[config.mk]
export PLATFORM = sky130hd
export DESIGN_NAME = bdvc_top
export DESIGN_NICKNAME = d
export VERILOG_FILES = /design/src/core/bdvc_pkg.sv /design/src/core/bdvc_ramp.sv /design/src/core/bdvc_switch.sv /design/src/core/bdvc_top.sv
export SDC_FILE = /design/constraint.sdc
export NUM_CORES = 1
export LEC_CHECK = 0
export ABC_AREA = 1
export BUFFER_PORTS_ARGS = -buffer_cell sky130_fd_sc_hd__buf_2
export CORE_ASPECT_RATIO = 1.4
export CORE_MARGIN = 2
export CORE_UTILIZATION = 24
export CTS_BUF_LIST = sky130_fd_sc_hd__clkbuf_8
export DETAILED_ROUTE_END_ITERATION = 10
export HOLD_SLACK_MARGIN = 0.05
export PLACE_DENSITY = 0.48
export SYNTH_ARGS = -nofsm -noshare
export SYNTH_HDL_FRONTEND = slang
export SYNTH_SLANG_ARGS = --single-unit
[constraint.sdc]
create_clock -name clk_sys -period 2.7 [get_ports clk_sys]
set_input_delay 0.135 -clock clk_sys [delete_from_list [all_inputs] [get_ports clk_sys]]
set_output_delay 0.135 -clock clk_sys [all_outputs]
set_load 0.02 [all_outputs]
[src/core/bdvc_pkg.sv]
package bdvc_pkg;

  localparam int NDVC = 3;
  localparam int NCONV = 4;

  // Register map
  localparam logic [7:0] ADDR_MODE_A = 8'h2C;
  localparam logic [7:0] ADDR_MODE_B = 8'h2D;
  localparam logic [7:0] ADDR_VCORE  = 8'h2E;
  localparam logic [7:0] ADDR_VPROC  = 8'h2F;
  localparam logic [7:0] ADDR_VMEM   = 8'h30;
  localparam logic [7:0] ADDR_STATUS = 8'h31;

  // Field positions
  localparam int VCODE_LSB   = 0;
  localparam int VCODE_W     = 6;
  localparam int EN_BIT      = 6;
  localparam int CONF_BIT    = 7;
  localparam int MODE_LO_LSB = 0;
  localparam int ILIM_LO_LSB = 2;
  localparam int MODE_HI_LSB = 4;
  localparam int ILIM_HI_LSB = 6;

  // Reset values
  localparam logic [7:0] RST_MODE_A = 8'h11;
  localparam logic [7:0] RST_MODE_B = 8'h11;
  localparam logic [7:0] RST_VREG   = 8'h00;

  typedef enum logic [1:0] {
    OP_SLEEP     = 2'h0,
    OP_AUTO      = 2'h1,
    OP_SYNC      = 2'h2,
    OP_AUTO_SYNC = 2'h3
  } bdvc_op_t;

  // Timing
  localparam int CLK_PERIOD_NS = 8;
  localparam int TICK_TIME_NS  = 1000;
  localparam int TICK_CYCLES   = TICK_TIME_NS / CLK_PERIOD_NS;
  localparam int SOFTSTART_US  = 200;
  localparam int SOFTSTART_CYCLES = (SOFTSTART_US * 1000 + CLK_PERIOD_NS - 1) / CLK_PERIOD_NS;

  // Voltage scale, in microvolts
  localparam int VMIN_UV      = 500000;
  localparam int VCODE_STEP_UV = 25000;
  localparam int RAMP_STEP_UV = 6250;
  localparam int VLOW_UV      = 725000;
  localparam int SUBSTEPS     = VCODE_STEP_UV / RAMP_STEP_UV;
  localparam logic [5:0] VLOW_CODE = 6'((VLOW_UV - VMIN_UV) / VCODE_STEP_UV);

  typedef logic [3:0][11:0] bdvc_ilim_tbl_t;
  localparam bdvc_ilim_tbl_t ILIM_CORE_TBL = {12'd3000, 12'd2400, 12'd2000, 12'd1600};
  localparam bdvc_ilim_tbl_t ILIM_STD_TBL  = {12'd1500, 12'd1200, 12'd1000, 12'd800};

endpackage

[src/core/bdvc_ramp.sv]
`timescale 1ns/100ps
`default_nettype none
module bdvc_ramp
  import bdvc_pkg::*;
(
  input  wire logic       clk_sys,
  input  wire logic       rst_b,
  input  wire logic       tick,
  input  wire logic       enable,
  input  wire logic [5:0] goal_code,
  output logic      [7:0] level_q,
  output logic            slewing,
  output logic            low_zone
);

  logic [7:0] goal4;
  logic [7:0] thr4;
  logic [7:0] floor4;

  initial begin
    if (SUBSTEPS != 4) $error("bdvc_ramp needs four ramp steps per code");
  end

  // Level counts 6.25 mV steps above 0.500 V; code n sits at 4n
  assign goal4  = {goal_code, 2'b00};
  assign thr4   = {VLOW_CODE, 2'b00};
  assign floor4 = (goal4 < thr4) ? thr4 : goal4;

  always_ff @(posedge clk_sys or negedge rst_b) begin
    if (!rst_b) begin
      level_q <= 8'h00;
    end else if (!enable) begin
      level_q <= goal4;
    end else if (level_q <= thr4 && goal4 <= thr4) begin
      // Below threshold the rail settles with the load, no controlled slew
      level_q <= goal4;
    end else if (level_q < thr4) begin
      level_q <= thr4;
    end else if (tick) begin
      if (level_q > floor4) begin
        level_q <= level_q - 8'h01;
      end else if (level_q < floor4) begin
        level_q <= level_q + 8'h01;
      end
    end
  end

  assign slewing  = enable && level_q >= thr4 && level_q != floor4;
  assign low_zone = (goal4 < thr4) && (level_q <= thr4);

endmodule
`default_nettype wire

[src/core/bdvc_switch.sv]
`timescale 1ns/100ps
`default_nettype none
module bdvc_switch #(
  parameter int SS_CYCLES = 25000
) (
  input  wire logic clk_sys,
  input  wire logic rst_b,
  input  wire logic close_req,
  output logic      sw_on_q,
  output logic      soft_q,
  output logic      discharge_q
);

  localparam int CW = $clog2(SS_CYCLES + 1);
  logic [CW-1:0] cnt_q;

  initial begin
    // One cycle would close the switch with no limited-drive phase
    if (SS_CYCLES < 2) $error("bdvc_switch soft start needs two cycles");
  end

  always_ff @(posedge clk_sys or negedge rst_b) begin
    if (!rst_b) begin
      cnt_q   <= '0;
      soft_q  <= 1'b0;
      sw_on_q <= 1'b0;
    end else if (!close_req) begin
      cnt_q   <= '0;
      soft_q  <= 1'b0;
      sw_on_q <= 1'b0;
    end else if (!sw_on_q) begin
      // Limited gate drive first, full on only after the count
      if (cnt_q == CW'(SS_CYCLES - 1)) begin
        soft_q  <= 1'b0;
        sw_on_q <= 1'b1;
      end else begin
        soft_q <= 1'b1;
        cnt_q  <= cnt_q + 1'b1;
      end
    end
  end

  always_ff @(posedge clk_sys or negedge rst_b) begin
    if (!rst_b) begin
      discharge_q <= 1'b1;
    end else begin
      discharge_q <= !close_req;
    end
  end

endmodule
`default_nettype wire

[src/core/bdvc_top.sv]
// Behaviour
// Host reprograms voltage targets in 25 mV steps
// New targets ramp at 6.25 mV per us
// Ready line asserted while any ramp runs
// Below 0.725 V only pulse frequency operation
// Lowering below 0.725 V: slew stops, sleep forced
// Forced synchronous, forced sleep, or automatic by load
// Sleep operation always regulates by pulse frequency
// Core mode field first register bits 1:0
// Processor mode field first register bits 5:4
// Memory mode field second register bits 1:0
// Peripheral mode field second register bits 5:4
// Core limit 1600/2000/2400/3000 mA codes
// Processor limit 800/1000/1200/1500 mA, bits 7:6
// Memory limit 800/1000/1200/1500 mA, bits 3:2
// Peripheral limit 800/1000/1200/1500 mA, bits 7:6
// Memory and peripheral switches, sequencer controlled
// Open switch enables output pull-down discharge
// Closing switch passes roughly 200 us soft start
// Default targets loaded from one-time store
// Code 0 is 0.500 V, plus 25 mV each
// Preset bit: clear ramps on go, set presets
// Enable bit turns converter off or on
// Reset state disables every converter
// Ramp steps once per microsecond tick
// Sub-threshold approach not reported as slewing
`timescale 1ns/100ps
`default_nettype none
module bdvc_top
  import bdvc_pkg::*;
#(
  parameter int SS_CYCLES = SOFTSTART_CYCLES
) (
  input  wire logic            clk_sys,
  input  wire logic            rst_b,
  input  wire logic [7:0]      reg_addr,
  input  wire logic [7:0]      reg_wdata,
  input  wire logic            reg_we,
  input  wire logic            reg_re,
  output logic      [7:0]      reg_rdata,
  input  wire logic [2:0]      ramp_go,
  input  wire logic [2:0]      seq_apply,
  input  wire logic            otp_load,
  input  wire logic [2:0][5:0] otp_vcode,
  input  wire logic            pd_reset,
  input  wire logic [3:0]      light_load,
  input  wire logic            fb_ready_sel,
  input  wire logic            periph_conv_enable,
  input  wire logic [1:0]      sw_close_req,
  output logic      [3:0]      conv_enable,
  output logic      [3:0]      conv_pfm,
  output logic      [3:0][11:0] conv_ilim_ma,
  output logic      [2:0][7:0] dvc_level,
  output logic                 fb_ready,
  output logic      [1:0]      sw_on,
  output logic      [1:0]      sw_soft,
  output logic      [1:0]      sw_discharge
);

  logic [7:0]      mode_a_q;
  logic [7:0]      mode_b_q;
  logic [2:0][7:0] vreg_q;
  logic [2:0][5:0] act_code_q;
  logic [2:0]      act_en_q;
  logic [6:0]      tick_cnt_q;
  logic            tick;
  logic [2:0]      slewing;
  logic [2:0]      low_zone;
  logic [3:0][1:0] op_sel;
  logic [3:0][1:0] ilim_sel;
  logic [3:0]      conv_low;
  logic [3:0]      conv_slew;
  logic [3:0]      conv_en_src;
  logic [3:0]      pfm_d;
  logic [7:0]      rdata_d;
  logic [7:0]      status;

  initial begin
    if (SS_CYCLES < 1) $error("bdvc_top soft start count too small");
    if (TICK_CYCLES > 128) $error("bdvc_top tick counter too narrow");
  end

  // Control register writes; the one-time store load overrides a write
  always_ff @(posedge clk_sys or negedge rst_b) begin
    if (!rst_b) begin
      mode_a_q <= RST_MODE_A;
      mode_b_q <= RST_MODE_B;
    end else if (reg_we) begin
      if (reg_addr == ADDR_MODE_A) begin
        mode_a_q <= reg_wdata;
      end
      if (reg_addr == ADDR_MODE_B) begin
        mode_b_q <= reg_wdata;
      end
    end
  end

  always_ff @(posedge clk_sys or negedge rst_b) begin
    if (!rst_b) begin
      vreg_q <= {NDVC{RST_VREG}};
    end else begin
      for (int i = 0; i < NDVC; i++) begin
        if (otp_load) begin
          vreg_q[i][VCODE_LSB +: VCODE_W] <= otp_vcode[i];
          vreg_q[i][CONF_BIT]             <= 1'b0;
        end else if (reg_we && reg_addr == ADDR_VCORE + 8'(i)) begin
          vreg_q[i] <= reg_wdata;
        end
        if (pd_reset) begin
          vreg_q[i][EN_BIT] <= 1'b0;
        end
      end
    end
  end

  // Active copies: what the analog side actually follows
  always_ff @(posedge clk_sys or negedge rst_b) begin
    if (!rst_b) begin
      act_code_q <= '0;
      act_en_q   <= '0;
    end else begin
      for (int i = 0; i < NDVC; i++) begin
        if (otp_load) begin
          act_code_q[i] <= otp_vcode[i];
        end else if (!vreg_q[i][CONF_BIT] && ramp_go[i]) begin
          act_code_q[i] <= vreg_q[i][VCODE_LSB +: VCODE_W];
        end else if (vreg_q[i][CONF_BIT] && seq_apply[i]) begin
          act_code_q[i] <= vreg_q[i][VCODE_LSB +: VCODE_W];
        end
        if (pd_reset) begin
          act_en_q[i] <= 1'b0;
        end else if (!vreg_q[i][CONF_BIT]) begin
          act_en_q[i] <= vreg_q[i][EN_BIT];
        end else if (seq_apply[i]) begin
          act_en_q[i] <= vreg_q[i][EN_BIT];
        end
      end
    end
  end

  // Microsecond tick for the ramp generators
  always_ff @(posedge clk_sys or negedge rst_b) begin
    if (!rst_b) begin
      tick_cnt_q <= '0;
    end else if (tick) begin
      tick_cnt_q <= '0;
    end else begin
      tick_cnt_q <= tick_cnt_q + 7'h01;
    end
  end

  assign tick = (tick_cnt_q == 7'(TICK_CYCLES - 1));

  for (genvar g = 0; g < NDVC; g++) begin : g_ramp
    bdvc_ramp u_ramp (
      .clk_sys   (clk_sys),
      .rst_b     (rst_b),
      .tick      (tick),
      .enable    (act_en_q[g]),
      .goal_code (act_code_q[g]),
      .level_q   (dvc_level[g]),
      .slewing   (slewing[g]),
      .low_zone  (low_zone[g])
    );
  end

  // Field decode per converter: core, processor, memory, peripheral
  assign op_sel[0]   = mode_a_q[MODE_LO_LSB +: 2];
  assign op_sel[1]   = mode_a_q[MODE_HI_LSB +: 2];
  assign op_sel[2]   = mode_b_q[MODE_LO_LSB +: 2];
  assign op_sel[3]   = mode_b_q[MODE_HI_LSB +: 2];
  assign ilim_sel[0] = mode_a_q[ILIM_LO_LSB +: 2];
  assign ilim_sel[1] = mode_a_q[ILIM_HI_LSB +: 2];
  assign ilim_sel[2] = mode_b_q[ILIM_LO_LSB +: 2];
  assign ilim_sel[3] = mode_b_q[ILIM_HI_LSB +: 2];

  assign conv_low    = {1'b0, low_zone};
  assign conv_slew   = {1'b0, slewing};
  assign conv_en_src = {periph_conv_enable, act_en_q};

  // Mode 11 holds synchronous while ramping so the slope stays clean
  for (genvar c = 0; c < NCONV; c++) begin : g_op
    always_comb begin
      unique case (bdvc_op_t'(op_sel[c]))
        OP_SLEEP:     pfm_d[c] = 1'b1;
        OP_AUTO:      pfm_d[c] = light_load[c];
        OP_SYNC:      pfm_d[c] = 1'b0;
        OP_AUTO_SYNC: pfm_d[c] = light_load[c] && !conv_slew[c];
      endcase
      if (conv_low[c]) begin
        pfm_d[c] = 1'b1;
      end
    end
  end

  always_ff @(posedge clk_sys or negedge rst_b) begin
    if (!rst_b) begin
      conv_pfm    <= '0;
      conv_enable <= '0;
    end else begin
      conv_pfm    <= pfm_d;
      conv_enable <= pd_reset ? 4'h0 : conv_en_src;
    end
  end

  always_ff @(posedge clk_sys or negedge rst_b) begin
    if (!rst_b) begin
      conv_ilim_ma <= '0;
    end else begin
      conv_ilim_ma[0] <= ILIM_CORE_TBL[ilim_sel[0]];
      conv_ilim_ma[1] <= ILIM_STD_TBL[ilim_sel[1]];
      conv_ilim_ma[2] <= ILIM_STD_TBL[ilim_sel[2]];
      conv_ilim_ma[3] <= ILIM_STD_TBL[ilim_sel[3]];
    end
  end

  always_ff @(posedge clk_sys or negedge rst_b) begin
    if (!rst_b) begin
      fb_ready <= 1'b0;
    end else begin
      fb_ready <= fb_ready_sel && (|slewing);
    end
  end

  // Output switches on memory and peripheral rails
  for (genvar s = 0; s < 2; s++) begin : g_sw
    bdvc_switch #(
      .SS_CYCLES (SS_CYCLES)
    ) u_sw (
      .clk_sys     (clk_sys),
      .rst_b       (rst_b),
      .close_req   (sw_close_req[s]),
      .sw_on_q     (sw_on[s]),
      .soft_q      (sw_soft[s]),
      .discharge_q (sw_discharge[s])
    );
  end

  // Read path, one cycle latency; unmapped addresses read zero
  assign status = {2'b00, low_zone, slewing};

  always_comb begin
    unique case (reg_addr)
      ADDR_MODE_A: rdata_d = mode_a_q;
      ADDR_MODE_B: rdata_d = mode_b_q;
      ADDR_VCORE:  rdata_d = vreg_q[0];
      ADDR_VPROC:  rdata_d = vreg_q[1];
      ADDR_VMEM:   rdata_d = vreg_q[2];
      ADDR_STATUS: rdata_d = status;
      default:     rdata_d = 8'h00;
    endcase
  end

  always_ff @(posedge clk_sys or negedge rst_b) begin
    if (!rst_b) begin
      reg_rdata <= 8'h00;
    end else if (reg_re) begin
      reg_rdata <= rdata_d;
    end
  end

  a_ready_slew: assert property (
    @(posedge clk_sys) disable iff (!rst_b)
    (fb_ready_sel && |slewing) |=> fb_ready)
    else $error("ready line low during ramp");

  a_ready_idle: assert property (
    @(posedge clk_sys) disable iff (!rst_b)
    (low_zone[0] && !slewing[1] && !slewing[2]) |=> !fb_ready)
    else $error("ready line high in low zone");

  a_low_pfm: assert property (
    @(posedge clk_sys) disable iff (!rst_b)
    low_zone[1] |=> conv_pfm[1])
    else $error("low voltage served without pulse frequency");

  a_sleep_forced: assert property (
    @(posedge clk_sys) disable iff (!rst_b)
    (mode_a_q[1:0] == 2'h0) |=> conv_pfm[0])
    else $error("forced sleep not applied");

  a_sync_forced: assert property (
    @(posedge clk_sys) disable iff (!rst_b)
    (mode_b_q[5:4] == 2'h2) |=> !conv_pfm[3])
    else $error("forced synchronous not applied");

  a_proc_limit: assert property (
    @(posedge clk_sys) disable iff (!rst_b)
    (mode_a_q[7:6] == 2'h3) ##1 $stable(mode_a_q) |-> conv_ilim_ma[1] == 12'd1500)
    else $error("processor limit decode wrong");

  a_ramp_tick: assert property (
    @(posedge clk_sys) disable iff (!rst_b)
    (slewing[0] && !tick && $stable(act_en_q[0])) |=> $stable(dvc_level[0]))
    else $error("ramp moved without a tick");

  a_ramp_step: assert property (
    @(posedge clk_sys) disable iff (!rst_b)
    (slewing[2] && tick && act_en_q[2]) |=>
      (dvc_level[2] == $past(dvc_level[2]) + 8'h01 ||
       dvc_level[2] == $past(dvc_level[2]) - 8'h01))
    else $error("ramp step not one increment");

  a_go_apply: assert property (
    @(posedge clk_sys) disable iff (!rst_b)
    (ramp_go[0] && !vreg_q[0][CONF_BIT] && !otp_load) |=>
      act_code_q[0] == $past(vreg_q[0][5:0]))
    else $error("go did not apply new target");

  a_otp_load: assert property (
    @(posedge clk_sys) disable iff (!rst_b)
    otp_load |=> (act_code_q[1] == $past(otp_vcode[1]) && !vreg_q[1][CONF_BIT]))
    else $error("default target not loaded");

  a_reset_off: assert property (
    @(posedge clk_sys) disable iff (!rst_b)
    pd_reset |=> (conv_enable == 4'h0 && act_en_q == 3'h0))
    else $error("converters left on at reset state");

  a_discharge: assert property (
    @(posedge clk_sys) disable iff (!rst_b)
    !sw_close_req[0] |=> (sw_discharge[0] && !sw_on[0]))
    else $error("open switch without discharge");

  a_soft_first: assert property (
    @(posedge clk_sys) disable iff (!rst_b)
    $rose(sw_on[1]) |-> $past(sw_soft[1]))
    else $error("switch closed without soft start");

endmodule
`default_nettype wire

==> results of run 1 <==
-- metal layers --
layer,vias to the layer above,share of wire,global-route usage
met5,-,0.00041,0
met4,2,0.017,0.04093
met1,4460,0.42,0.1737
met3,27,0.035,0.02466
met2,175,0.53,0.2711
li1,4657,-,-
-- power by group through the flow --
stage | clock network [mW] | logic, mW | registers (mW)
global route | 2.28 | 2.76 | 2.91
detailed placement | 0 | 2.02 | 2.93
global placement | 0 | 2.00 | 2.93
finish | 2.11 | 2.48 | 2.89
floorplan | 0 | 1.19 | 2.99
CTS | 2.19 | 2.27 | 2.89
-- how the worst max path moves through the flow --
stage / start / to / slack, ns
final: act_code_q[17] / g_ramp[2].u_ramp.level_q[6] / -0.02
after floorplan: act_code_q[8] / g_ramp[1].u_ramp.level_q[5] / -0.007
after detailed placement: act_code_q[17] / g_ramp[2].u_ramp.level_q[5] / -0.24
after global placement: act_code_q[17] / g_ramp[2].u_ramp.level_q[5] / -0.25
after CTS: act_code_q[4] / reg_rdata[3] / -0.01
after global routing: act_code_q[10] / g_ramp[1].u_ramp.level_q[5] / -0.16
-- sequential cells by signal, summed over array words and instances, names as in the netlist --
register and count:
conv_pfm 4, conv_ilim_ma 28, g_sw.u_sw.cnt_q 30, tick_cnt_q 7, mode_a_q 8, fb_ready 1, g_sw.u_sw.soft_q 2, reg_rdata 8
g_sw.u_sw.discharge_q 2, vreg_q 24, g_ramp.u_ramp.level_q 24, act_code_q 18, g_sw.u_sw.sw_on_q 2, act_en_q 3, conv_enable 4, mode_b_q 8
-- timing repair --
item | in CTS | in global routing
cloned | 0 | 0
hold buffers | 45 | 0
setup buffers | 29 | 13
pin swaps | 16 | 38
gates resized for setup | 41 | 57
setup endpoints to repair | 17 | 18
hold endpoints to repair | 246 | 0
-- cell type report --
cell class / instances / area share
multi-input cells: 904 / 0.3830
well taps: 534 / 0.05088
flip-flops and latches: 173 / 0.3302
clock buffers: 17 / 0.01782
repair buffers: 285 / 0.1482
inverters: 183 / 0.05412
clock inverters: 15 / 0.01572
-- cells by family (layout without fill, tap and decap cells) --
| group | after synthesis | in the layout | share of synthesized area |
|---|---|---|---|
| adders and majority gates | 43 | 43 | 0.05682 |
| and+or+nand+nor | 644 | 644 | 0.2826 |
| DFF | 173 | 173 | 0.4396 |
| AOI/OAI and AO/OA | 188 | 188 | 0.1064 |
| xor gates and xnor gates | 17 | 17 | 0.01509 |
| other | 1 | 12 | 0.0003802 |
| buffers and inverters | 224 | 500 | 0.09906 |
-- cell usage after synthesis (4+ instances only) --
cell type,n,area share
a21oi_1,37,0.019
ha_1,40,0.051
nor2_4,5,0.0057
inv_1,178,0.068
nand3_1,101,0.051
o21ai_0,86,0.044
dfstp_2,6,0.016
o211ai_1,10,0.0076
nand2_1,356,0.14
a31oi_1,28,0.018
clkbuf_1,5,0.0019
buf_2,6,0.0030
or2_2,6,0.0038
inv_2,4,0.0015
xnor2_1,9,0.0080
buf_4,26,0.020
nor3_1,5,0.0025
o21ai_1,13,0.0066
xor2_1,8,0.0071
nand4_1,22,0.014
buf_6,4,0.0046
nor2_1,126,0.048
nand2_2,5,0.0032
dfrtp_1,167,0.42
o22ai_1,5,0.0032
-- tightest hold or removal path: cells and delay by family --
| kind | cells | cell delay (ns) |
|---|---|---|
| AO/OA/AOI/OAI | 1 | 0.07 |
| buffers and inverters | 1 | 0.13 |
| AND/OR/NAND/NOR | 4 | 0.25 |
==> reports/summary.txt, run 1 <==
Outcome -> finished with violations
Failing checks -> negative setup slack
Fin nets -> 1661
I/O Buffers -> 136
Most numerous cell on the critical path -> nand2_1
Fin Setup TNS -> -0.02097 ns
Initial Util -> 0.2443
DR WL/cell -> 15.02 µm
CP bufs+invs -> 2
Psw -> 2.565 mW
Die width -> 175.3 µm
Crit path cell chain -> nor2_4 > buf_6 > nor2_1 > ha_1 > nand2_2 > nor2_4 > nand4_1 > nand2_4 > inv_8 > ha_4 > nand2_1 > or2_4 > nand3_1 > nand2_1 > nand2_1 > nand2_2 > o21ai_1 > nand2_1 > nand2_1
Most frequent cells in the layout -> nand2_1, inv_1, dfrtp_1, buf_2, nor2_1
Boundary Pins -> 149
DP Area -> 11560 µm²
FF/Latch Area -> 4337 µm²
Final Max Tran Viols -> 0
FMAX -> 0.3675 GHz
Final hold slack -> 0.1124 ns
Via-to-Cell Ratio -> 4.415
DP Wirelength -> 24130 µm
Area grow syn2layout -> 33.13%
Total grt overflow -> 0
Max Fanout on Critical Path -> 7
DRC -> 0
Pre-CTS setup slack -> -0.2419 ns
Worst-path clk slew -> 0.12 ns
DR pass1 iterations -> 5
Num CTS Buffers -> 17
Reg2Reg Depth -> 19
Final hold vios -> 0
DIE HEIGHT -> 243.9 µm
Clock Sinks -> 173
Comb pwr share -> 0.332
End of the worst register-to-register path -> g_ramp[2].u_ramp.level_q[6]
Clock Tree Root -> clkbuf_8
Endpoint, Worst Hold -> vreg_q[22]
P_leak -> 6.472 nW
Post-Syn Area -> 9864 µm²
Final period utilization -> 1.008
CTS tree -> yes
DRT antenna net count -> 0
Slew margin rel. -> 0.1786
CP max stage delay -> 0.43 ns
Post-route cell area -> 13130 µm²
Type of the worst setup path -> flip-flop to flip-flop
Worst Setup Slack, final -> -0.02097 ns
Layout cells sized above 1 -> 0.2524
First-pass GRT wire length -> 48850 µm
Critical path depth -> 19
Synth Area per Inst -> 7.647 µm²
Min cycle time layout -> 2.721 ns
Setup crit start kind -> flip-flop
Pwr Total -> 7.475 mW
Post-Synthesis Cells -> 1290
Power density over cell area -> 569.2 nW/µm²
Clock Latency Late Sink -> 0.51 ns
Synthesis Warnings -> 0
Clock Tree Buf Depth -> 2
Cell family with most CP delay -> simple AND/OR/NAND/NOR gates
R2R Path Start -> act_code_q[17]
Placed instance count -> 1994
GPL Wtd Cong -> 0.8363
Worst Hold Class -> primary input to flip-flop
Skew final -> 0.02592 ns
Max_cap viols -> 0
Top FF cell, synth -> dfrtp_1
Pin count of the biggest net entering global routing -> 111
Seq/Total Area, Yosys -> 0.4396
Core area -> 40390 µm²
Htree depth -> 4
Slew @ Worst Pin -> 1.219 ns
VDD IR max -> 0.3132 mV
Slowest-stage cell, CP -> dfrtp_1
Internal power -> 4.910 mW
Total GRT Usage -> 0.1471
Vias -> 9321
Die area -> 42760 µm²
Ys async rst share -> 1.000
Layout Utilization -> 0.3252
# rows -> 87
Sw Share -> 0.3431
Setup-failing EPs final -> 1
Clock power share -> 0.282
Non-filler instance count after layout -> 2111
Vias in the first global route -> 9011
Area of the multi-input gates -> 5030 µm²
Post-synth EDFFs -> 0
Number of diodes -> 0
Reg power frac -> 0.386
Yosys cell types -> 43
CP Capture Type -> flip-flop
Routed WL -> 31720 µm
Req. time, crit path -> 3.16 ns
Initial antenna violation count -> 1
HP Start -> reg_addr[1]
RSZ-0062 raised after global routing -> yes
Critical Path AT -> 3.18 ns
Initial DRC count -> 430
Most common cell after layout, fill and taps aside -> nand2_1
Register-to-register setup slack -> -0.02 ns
Layout fillers -> 4369
#FFs+latches synth -> 173
Hold path depth -> 6
(Power assumes the default switching activity.)
==> run 2, diff against run 1 <==
--- a/config.mk
+++ b/config.mk
@@ -5,7 +5,6 @@
 export SDC_FILE = /design/constraint.sdc
 export NUM_CORES = 1
 export LEC_CHECK = 0
-export ABC_AREA = 1
 export BUFFER_PORTS_ARGS = -buffer_cell sky130_fd_sc_hd__buf_2
 export CORE_ASPECT_RATIO = 1.4
 export CORE_MARGIN = 2
==> run 2 against run 1 <==
The flow still finishes with violations (negative setup slack). Worst setup slack lost 0.37 ns. First-iteration DRC count shrank 22%. Synthesized cell count shrank 25%. Power shrank 3.2%. Synthesized area shrank 3.5%. Critical endpoint is now g_ramp[1].u_ramp.level_q[6]. Highest routed layer is now met4.
==> reports/summary.txt, run 2 <==
GPL Wtd Cong -> 0.8751 (+4.6%)
Failing checks -> negative setup slack
Initial Util -> 0.2424 (-0.001859)
DP Area -> 11390 µm² (-1.5%)
Largest register by flop count -> g_sw.u_sw.cnt_q
RSZ-0062 raised after global routing -> yes
Worst Setup Slack, final -> -0.3923 ns (-0.3714 ns)
Boundary Pins -> 149 (unchanged)
DR WL/cell -> 16.37 µm (+9.0%)
Cell family with most CP delay -> compound AO/OA/AOI/OAI gates
Synthesis Warnings -> 0 (unchanged)
Outcome -> finished with violations
Die area -> 41300 µm² (-3.4%)
Layout fillers -> 4057 (-7.1%)
GR Layer Usage met3 -> 0.02429 (-0.0003672)
FMAX -> 0.3234 GHz (-12%)
GRT busiest layer -> met2
#FFs+latches synth -> 173 (unchanged)
Met1 Usage GRT -> 0.1711 (-0.002631)
Ys async rst share -> 1.000 (unchanged)
DP Wirelength -> 21500 µm (-11%)
Vias -> 7984 (-14%)
Reg2Reg Depth -> 14 (-5)
Top flop regs -> g_sw.u_sw.cnt_q (30), conv_ilim_ma (28)
CP Capture Type -> flip-flop
DR pass1 iterations -> 4 (-1)
Non-filler instance count after layout -> 1779 (-16%)
Most common cell after layout, fill and taps aside -> dfrtp_1
# rows -> 86 (-1.1%)
Most frequent cells in the layout -> dfrtp_1, buf_2, nor2_1, buf_4, nand2_1
Die width -> 172.3 µm (-1.7%)
First-pass GRT wire length -> 45830 µm (-6.2%)
Post-Syn Area -> 9520 µm² (-3.5%)
Max FFs per register -> 30 (unchanged)
DIE HEIGHT -> 239.7 µm (-1.7%)
Pre-CTS setup slack -> -0.3846 ns (-0.1427 ns)
Post-Synthesis Cells -> 968 (-25%)
Synth area leaders -> dfrtp_1, ha_1, nor2_1, mux2i_1, nand2_1
CP bufs+invs -> 1 (-1)
DRC -> 0 (unchanged)
Setup-failing EPs final -> 16 (+15)
Total grt overflow -> 0 (unchanged)
Synth Area per Inst -> 9.835 µm² (+29%)
Total GRT Usage -> 0.1460 (-0.001122)
End of the worst register-to-register path -> g_ramp[1].u_ramp.level_q[6]
Post-route cell area -> 12820 µm² (-2.4%)
Power density over cell area -> 564.2 nW/µm² (-0.88%)
Synth top area share -> 0.4390 (+0.01531)
Fin nets -> 1335 (-20%)
Vias in the first global route -> 8325 (-7.6%)
Final hold vios -> 0 (unchanged)
Endpoint, Worst Hold -> g_sw[0].u_sw.cnt_q[9]
Post-synth EDFFs -> 0 (unchanged)
CTS tree -> yes
Area of the multi-input gates -> 5253 µm² (+4.4%)
Slew @ Worst Pin -> 0.7455 ns (-0.4737 ns)
M2 GR Usage -> 0.2558 (-0.01526)
Worst-path clk slew -> 0.11 ns (about the same)
Top FF cell, synth -> dfrtp_1
Layout Utilization -> 0.3265 (+0.001288)
Setup crit start kind -> flip-flop
Clock Tree Root -> clkbuf_8
Number of diodes -> 0 (unchanged)
Slew margin rel. -> 0.4888 (+0.3102)
Clock Latency Late Sink -> 0.50 ns (about the same)
Initial DRC count -> 334 (-22%)
Yosys cell types -> 75 (+74%)
Final period utilization -> 1.145 (+0.1375)
Pwr Total -> 7.234 mW (-3.2%)
Count leader, synth -> dfrtp_1
Post-synth top area cell -> dfrtp_1
Layout cells sized above 1 -> 0.3253 (+0.07296)
VDD IR max -> 0.2778 mV (-11%)
Hold path depth -> 3 (-3)
Skew final -> 0.02165 ns (-0.004273 ns)
Via-to-Cell Ratio -> 4.488 (+1.6%)
Register-to-register setup slack -> -0.39 ns (-0.37 ns)
Worst Hold Class -> primary input to flip-flop
Max Fanout on Critical Path -> 6 (-1)
Pin count of the biggest net entering global routing -> 67 (-40%)
FF/Latch Area -> 4338 µm² (about the same)
DRT antenna net count -> 0 (unchanged)
Area grow syn2layout -> 34.68%
Htree depth -> 4 (unchanged)
Clock Sinks -> 173 (unchanged)
CP max stage delay -> 0.40 ns (-0.03 ns)
Initial antenna violation count -> 0 (-1)
Critical Path AT -> 3.45 ns (+0.27 ns)
I/O Buffers -> 136 (unchanged)
P_leak -> 5.904 nW (-8.8%)
Placed instance count -> 1679 (-16%)
Type of the worst setup path -> flip-flop to flip-flop
Most frequent cells after synthesis -> dfrtp_1, nor2_1, nand2_1, o21ai_0, a21oi_1
Seq/Total Area, Yosys -> 0.4555 (+0.01589)
Crit path cell chain -> nor2_2 > nor2_1 > ha_1 > and4_4 > and4_4 > a21oi_4 > buf_6 > fa_2 > a21o_1 > a21oi_2 > o21bai_1 > a21oi_2 > mux2i_1 > a211oi_1
Clock Tree Buf Depth -> 2 (unchanged)
Max_cap viols -> 0 (unchanged)
Final Max Tran Viols -> 0 (unchanged)
Routed WL -> 29130 µm (-8.2%)
Slowest-stage cell, CP -> dfrtp_1
HP Start -> sw_close_req[0]
Min cycle time layout -> 3.092 ns (+0.3714 ns)
Core area -> 39280 µm² (-2.7%)
Num CTS Buffers -> 17 (unchanged)
Req. time, crit path -> 3.06 ns (-0.10 ns)
R2R Path Start -> act_code_q[11]
[run 2: cell type report]
type                    count  share of cell area
clock inverters            15             0.01298
flip-flops and latches    173              0.3383
well taps                 528             0.05152
inverters                  37             0.01083
repair buffers            291              0.1585
clock buffers              17             0.01825
multi-input cells         718              0.4096
[run 2: report_power, final]
part	internal, mW	switching (mW)	leakage (nW)
Combinational	1.20	1.28	3.53
Clock	0.705	1.21	0.207
Sequential	2.74	0.110	2.17
[run 2: timing repair]
item | 4_1_cts | 5_1_grt
hold buffers | 40 | 0
endpoints found under the hold margin | 143 | 0
gates cloned | 1 | 0
buffers inserted | 20 | 18
resized for setup | 39 | 44
pin swaps | 24 | 38
setup endpoints to repair | 17 | 24
[run 2: logic make-up (layout without fill, tap and decap cells)]
group	count (synthesis)	in the layout	share of synthesized area
mux	55	55	0.06098
compound gates	214	215	0.1451
simple gates	350	350	0.1877
other cells	1	12	0.0003939
buf+inv	89	360	0.05191
fa+ha+maj	43	43	0.05888
xor+xnor	43	43	0.03956
flops	173	173	0.4555
[run 2: worst max-delay path by stage]
stage,depth (start not counted),endpoint,slack (ns),from
after floorplan,14,g_ramp[2].u_ramp.level_q[7],-0.20,act_code_q[13]
final,14,g_ramp[1].u_ramp.level_q[6],-0.39,act_code_q[11]
after CTS,14,g_ramp[1].u_ramp.level_q[5],-0.32,act_code_q[8]
after global routing,15,g_ramp[2].u_ramp.level_q[6],-0.58,act_code_q[13]
after global placement,14,g_ramp[2].u_ramp.level_q[7],-0.36,act_code_q[13]
after detailed placement,14,g_ramp[1].u_ramp.level_q[6],-0.38,act_code_q[11]
[run 2: layer usage]
layer  routed length [µm]  vias up
met5                    0        -
met4                 1075        0
met3                  897       45
met2                15010      157
met1                12140     3870
li1                     -     3912
[run 2: tightest hold or removal path, cell delays in order]
cell and delay (ns):
buf_2 0.10, clkinv_1 0.30, nor2_1 0.09
[run 2: through the flow]
| step | hold WS (ns) | setup TNS, ns |
|---|---|---|
| floorplan | -0.1606 | -1.025 |
| global placement | 0.1886 | -2.962 |
| detailed placement | 0.1912 | -3.561 |
| CTS | 0.08808 | -3.034 |
| global route | 0.1310 | -7.009 |
| finish | 0.1485 | -3.765 |
==> run 3, diff against run 2 <==
--- a/config.mk
+++ b/config.mk
@@ -9,7 +9,7 @@
 export CORE_ASPECT_RATIO = 1.4
 export CORE_MARGIN = 2
 export CORE_UTILIZATION = 24
-export CTS_BUF_LIST = sky130_fd_sc_hd__clkbuf_8
+export CTS_BUF_LIST = sky130_fd_sc_hd__clkbuf_4 sky130_fd_sc_hd__clkbuf_8
 export DETAILED_ROUTE_END_ITERATION = 10
 export HOLD_SLACK_MARGIN = 0.05
 export PLACE_DENSITY = 0.48
==> run 3 against run 2 <==
The flow still finishes with violations (negative setup slack). Sequential power about the same. Non-clock buffer count unchanged. Power up 0.14%. Die area did not move. Design area about the same. Register-to-register slack about the same. Critical endpoint unchanged. Highest routed layer unchanged.
==> reports/summary.txt, run 3 (same netlist as run 2, synthesis figures left out) <==
Outcome -> finished with violations
Failing checks -> negative setup slack
Critical Path AT -> 3.45 ns (about the same)
Placed instance count -> 1679 (unchanged)
First-pass GRT wire length -> 45830 µm (unchanged)
Final hold slack -> 0.1488 ns (+0.0002560 ns)
FF/Latch Area -> 4338 µm² (unchanged)
Power density over cell area -> 564.8 nW/µm² (+0.11%)
GPL Wtd Cong -> 0.8751 (unchanged)
Clock Tree Buf Depth -> 2 (unchanged)
# rows -> 86 (unchanged)
P_leak -> 5.903 nW (about the same)
Most frequent cells in the layout -> dfrtp_1, buf_2, nor2_1, buf_4, nand2_1
VDD IR max -> 0.2832 mV (+2.0%)
Largest register by flop count -> g_sw.u_sw.cnt_q
Clock Latency Late Sink -> 0.50 ns (about the same)
Max FFs per register -> 30 (unchanged)
Psw -> 2.592 mW (-0.13%)
Initial antenna violation count -> 0 (unchanged)
DR pass1 iterations -> 4 (unchanged)
Boundary Pins -> 149 (unchanged)
Max_cap viols -> 0 (unchanged)
Layout fillers -> 4057 (unchanged)
Type of the worst setup path -> flip-flop to flip-flop
Final Max Tran Viols -> 0 (unchanged)
DP Wirelength -> 21500 µm (unchanged)
DRT antenna net count -> 0 (unchanged)
Layout cells sized above 1 -> 0.3261 (+0.0007994)
Sw Share -> 0.3578 (-0.0009706)
Setup-failing EPs final -> 16 (unchanged)
Skew final -> 0.02133 ns (-0.0003140 ns)
Total GRT Usage -> 0.1460 (unchanged)
Clock Tree Root -> clkbuf_8
Reg power frac -> 0.393 (about the same)
Comb pwr share -> 0.341 (about the same)
DRC -> 0 (unchanged)
Via-to-Cell Ratio -> 4.493 (+0.11%)
Slew @ Worst Pin -> 0.7471 ns (+0.001522 ns)
FMAX -> 0.3236 GHz (about the same)
RSZ-0062 raised after global routing -> yes
Internal power -> 4.652 mW (+0.29%)
Min cycle time layout -> 3.091 ns (-0.001773 ns)
Die area -> 41300 µm² (unchanged)
Worst-path clk slew -> 0.11 ns (about the same)
Die width -> 172.3 µm (unchanged)
Clock power share -> 0.266 (+0.002)
Htree depth -> 4 (unchanged)
CTS tree -> yes
Routed WL -> 29120 µm (about the same)
Total grt overflow -> 0 (unchanged)
Number of diodes -> 0 (unchanged)
Top flop regs -> g_sw.u_sw.cnt_q (30), conv_ilim_ma (28)
DR WL/cell -> 16.37 µm (about the same)
Initial DRC count -> 299 (-10%)
Worst Hold Class -> primary input to flip-flop
Vias in the first global route -> 8325 (unchanged)
I/O Buffers -> 136 (unchanged)
DIE HEIGHT -> 239.7 µm (unchanged)
Area of the multi-input gates -> 5253 µm² (unchanged)
Fin nets -> 1335 (unchanged)
Max Fanout on Critical Path -> 6 (unchanged)
Pin count of the biggest net entering global routing -> 67 (unchanged)
Worst Setup Slack, final -> -0.3906 ns (+0.001773 ns)
Vias -> 7993 (+0.11%)
Setup crit start kind -> flip-flop
Most common cell after layout, fill and taps aside -> dfrtp_1
Req. time, crit path -> 3.06 ns (about the same)
Slew margin rel. -> 0.4877 (-0.001043)
Area grow syn2layout -> 34.72% (about the same)
Num CTS Buffers -> 17 (unchanged)
Non-filler instance count after layout -> 1779 (unchanged)
Core area -> 39280 µm² (unchanged)
Clock Sinks -> 173 (unchanged)
Final hold vios -> 0 (unchanged)
Final period utilization -> 1.145 (about the same)
Initial Util -> 0.2424 (unchanged)
CP Capture Type -> flip-flop
Pre-CTS setup slack -> -0.3846 ns (unchanged)
[run 3: cell types whose count changed in the layout (fill, tap and decap cells not counted)]
cell / before / now
clkbuf_4: 0 / 1
inv_1: 37 / 36
[run 3: power groups by stage]
stage	Combinational, mW	Sequential, mW	Clock (mW)
after floorplan	1.15	2.99	0
after global placement	2.00	2.89	0
after detailed placement	2.03	2.90	0
after CTS	2.28	2.85	2.02
after global routing	2.72	2.87	2.11
final	2.47	2.85	1.92
[run 3: worst paths after layout]
path                                 start                     endpoint  slack [ns]  cells past startpoint
max                         act_code_q[11]  g_ramp[1].u_ramp.level_q[6]       -0.39                     14
min                        sw_close_req[0]        g_sw[0].u_sw.cnt_q[9]        0.15                      3
max reg2reg                 act_code_q[11]  g_ramp[1].u_ramp.level_q[6]       -0.39                     14
min reg2reg                  tick_cnt_q[0]                tick_cnt_q[0]        0.48                      1
max in group asynchronous            rst_b                  mode_a_q[4]        1.73                      3
min in group asynchronous            rst_b        g_sw[0].u_sw.cnt_q[7]        0.19                      2
[run 3: timing repair]
item	CTS	global route
setup endpoints to repair	17	24
endpoints found under the hold margin	143	0
gates resized for setup	39	44
pin swaps	24	38
setup buffers	20	18
gates cloned	1	0
hold buffers	40	0
[run 3: critical path, stage by stage (launching register included)]
cell	delay, ns
dfrtp_1	0.40
nor2_2	0.19
nor2_1	0.06
ha_1	0.29
and4_4	0.26
and4_4	0.23
a21oi_4	0.08
buf_6	0.15
fa_2	0.39
a21o_1	0.20
a21oi_2	0.17
o21bai_1	0.10
a21oi_2	0.16
mux2i_1	0.21
a211oi_1	0.07
[run 3: metrics by stage]
stage          utilization  setup TNS, ns  instance area [µm²]  power [mW]
2_1_floorplan            -         -1.025                 9713       4.143
3_3_place_gp        0.2901         -2.962                11390       4.890
3_5_place_dp        0.2901         -3.561                11390       4.921
4_1_cts             0.3196         -3.034                12550       7.143
5_1_grt             0.3266         -7.009                12830       7.693
6_report            0.3266         -3.733                12830       7.244
[run 3: layer usage]
| metal | vias to the layer above | track usage | wire length (µm) |
|---|---|---|---|
| li1 | 3915 | - | - |
| met1 | 3869 | 0.1711 | 12070 |
| met2 | 164 | 0.2558 | 15030 |
| met3 | 45 | 0.02429 | 947 |
| met4 | 0 | 0.07156 | 1075 |
| met5 | - | 0 | 0 |
[run 3: cell type report]
| cell class | count | area share |
|---|---|---|
| multi-input combinational | 718 | 0.4095 |
| inverter | 37 | 0.01083 |
| sequential | 173 | 0.3382 |
| clock inverter | 14 | 0.01268 |
| clock buffer | 18 | 0.01883 |
| tap | 528 | 0.05151 |
| timing repair buffer | 291 | 0.1584 |
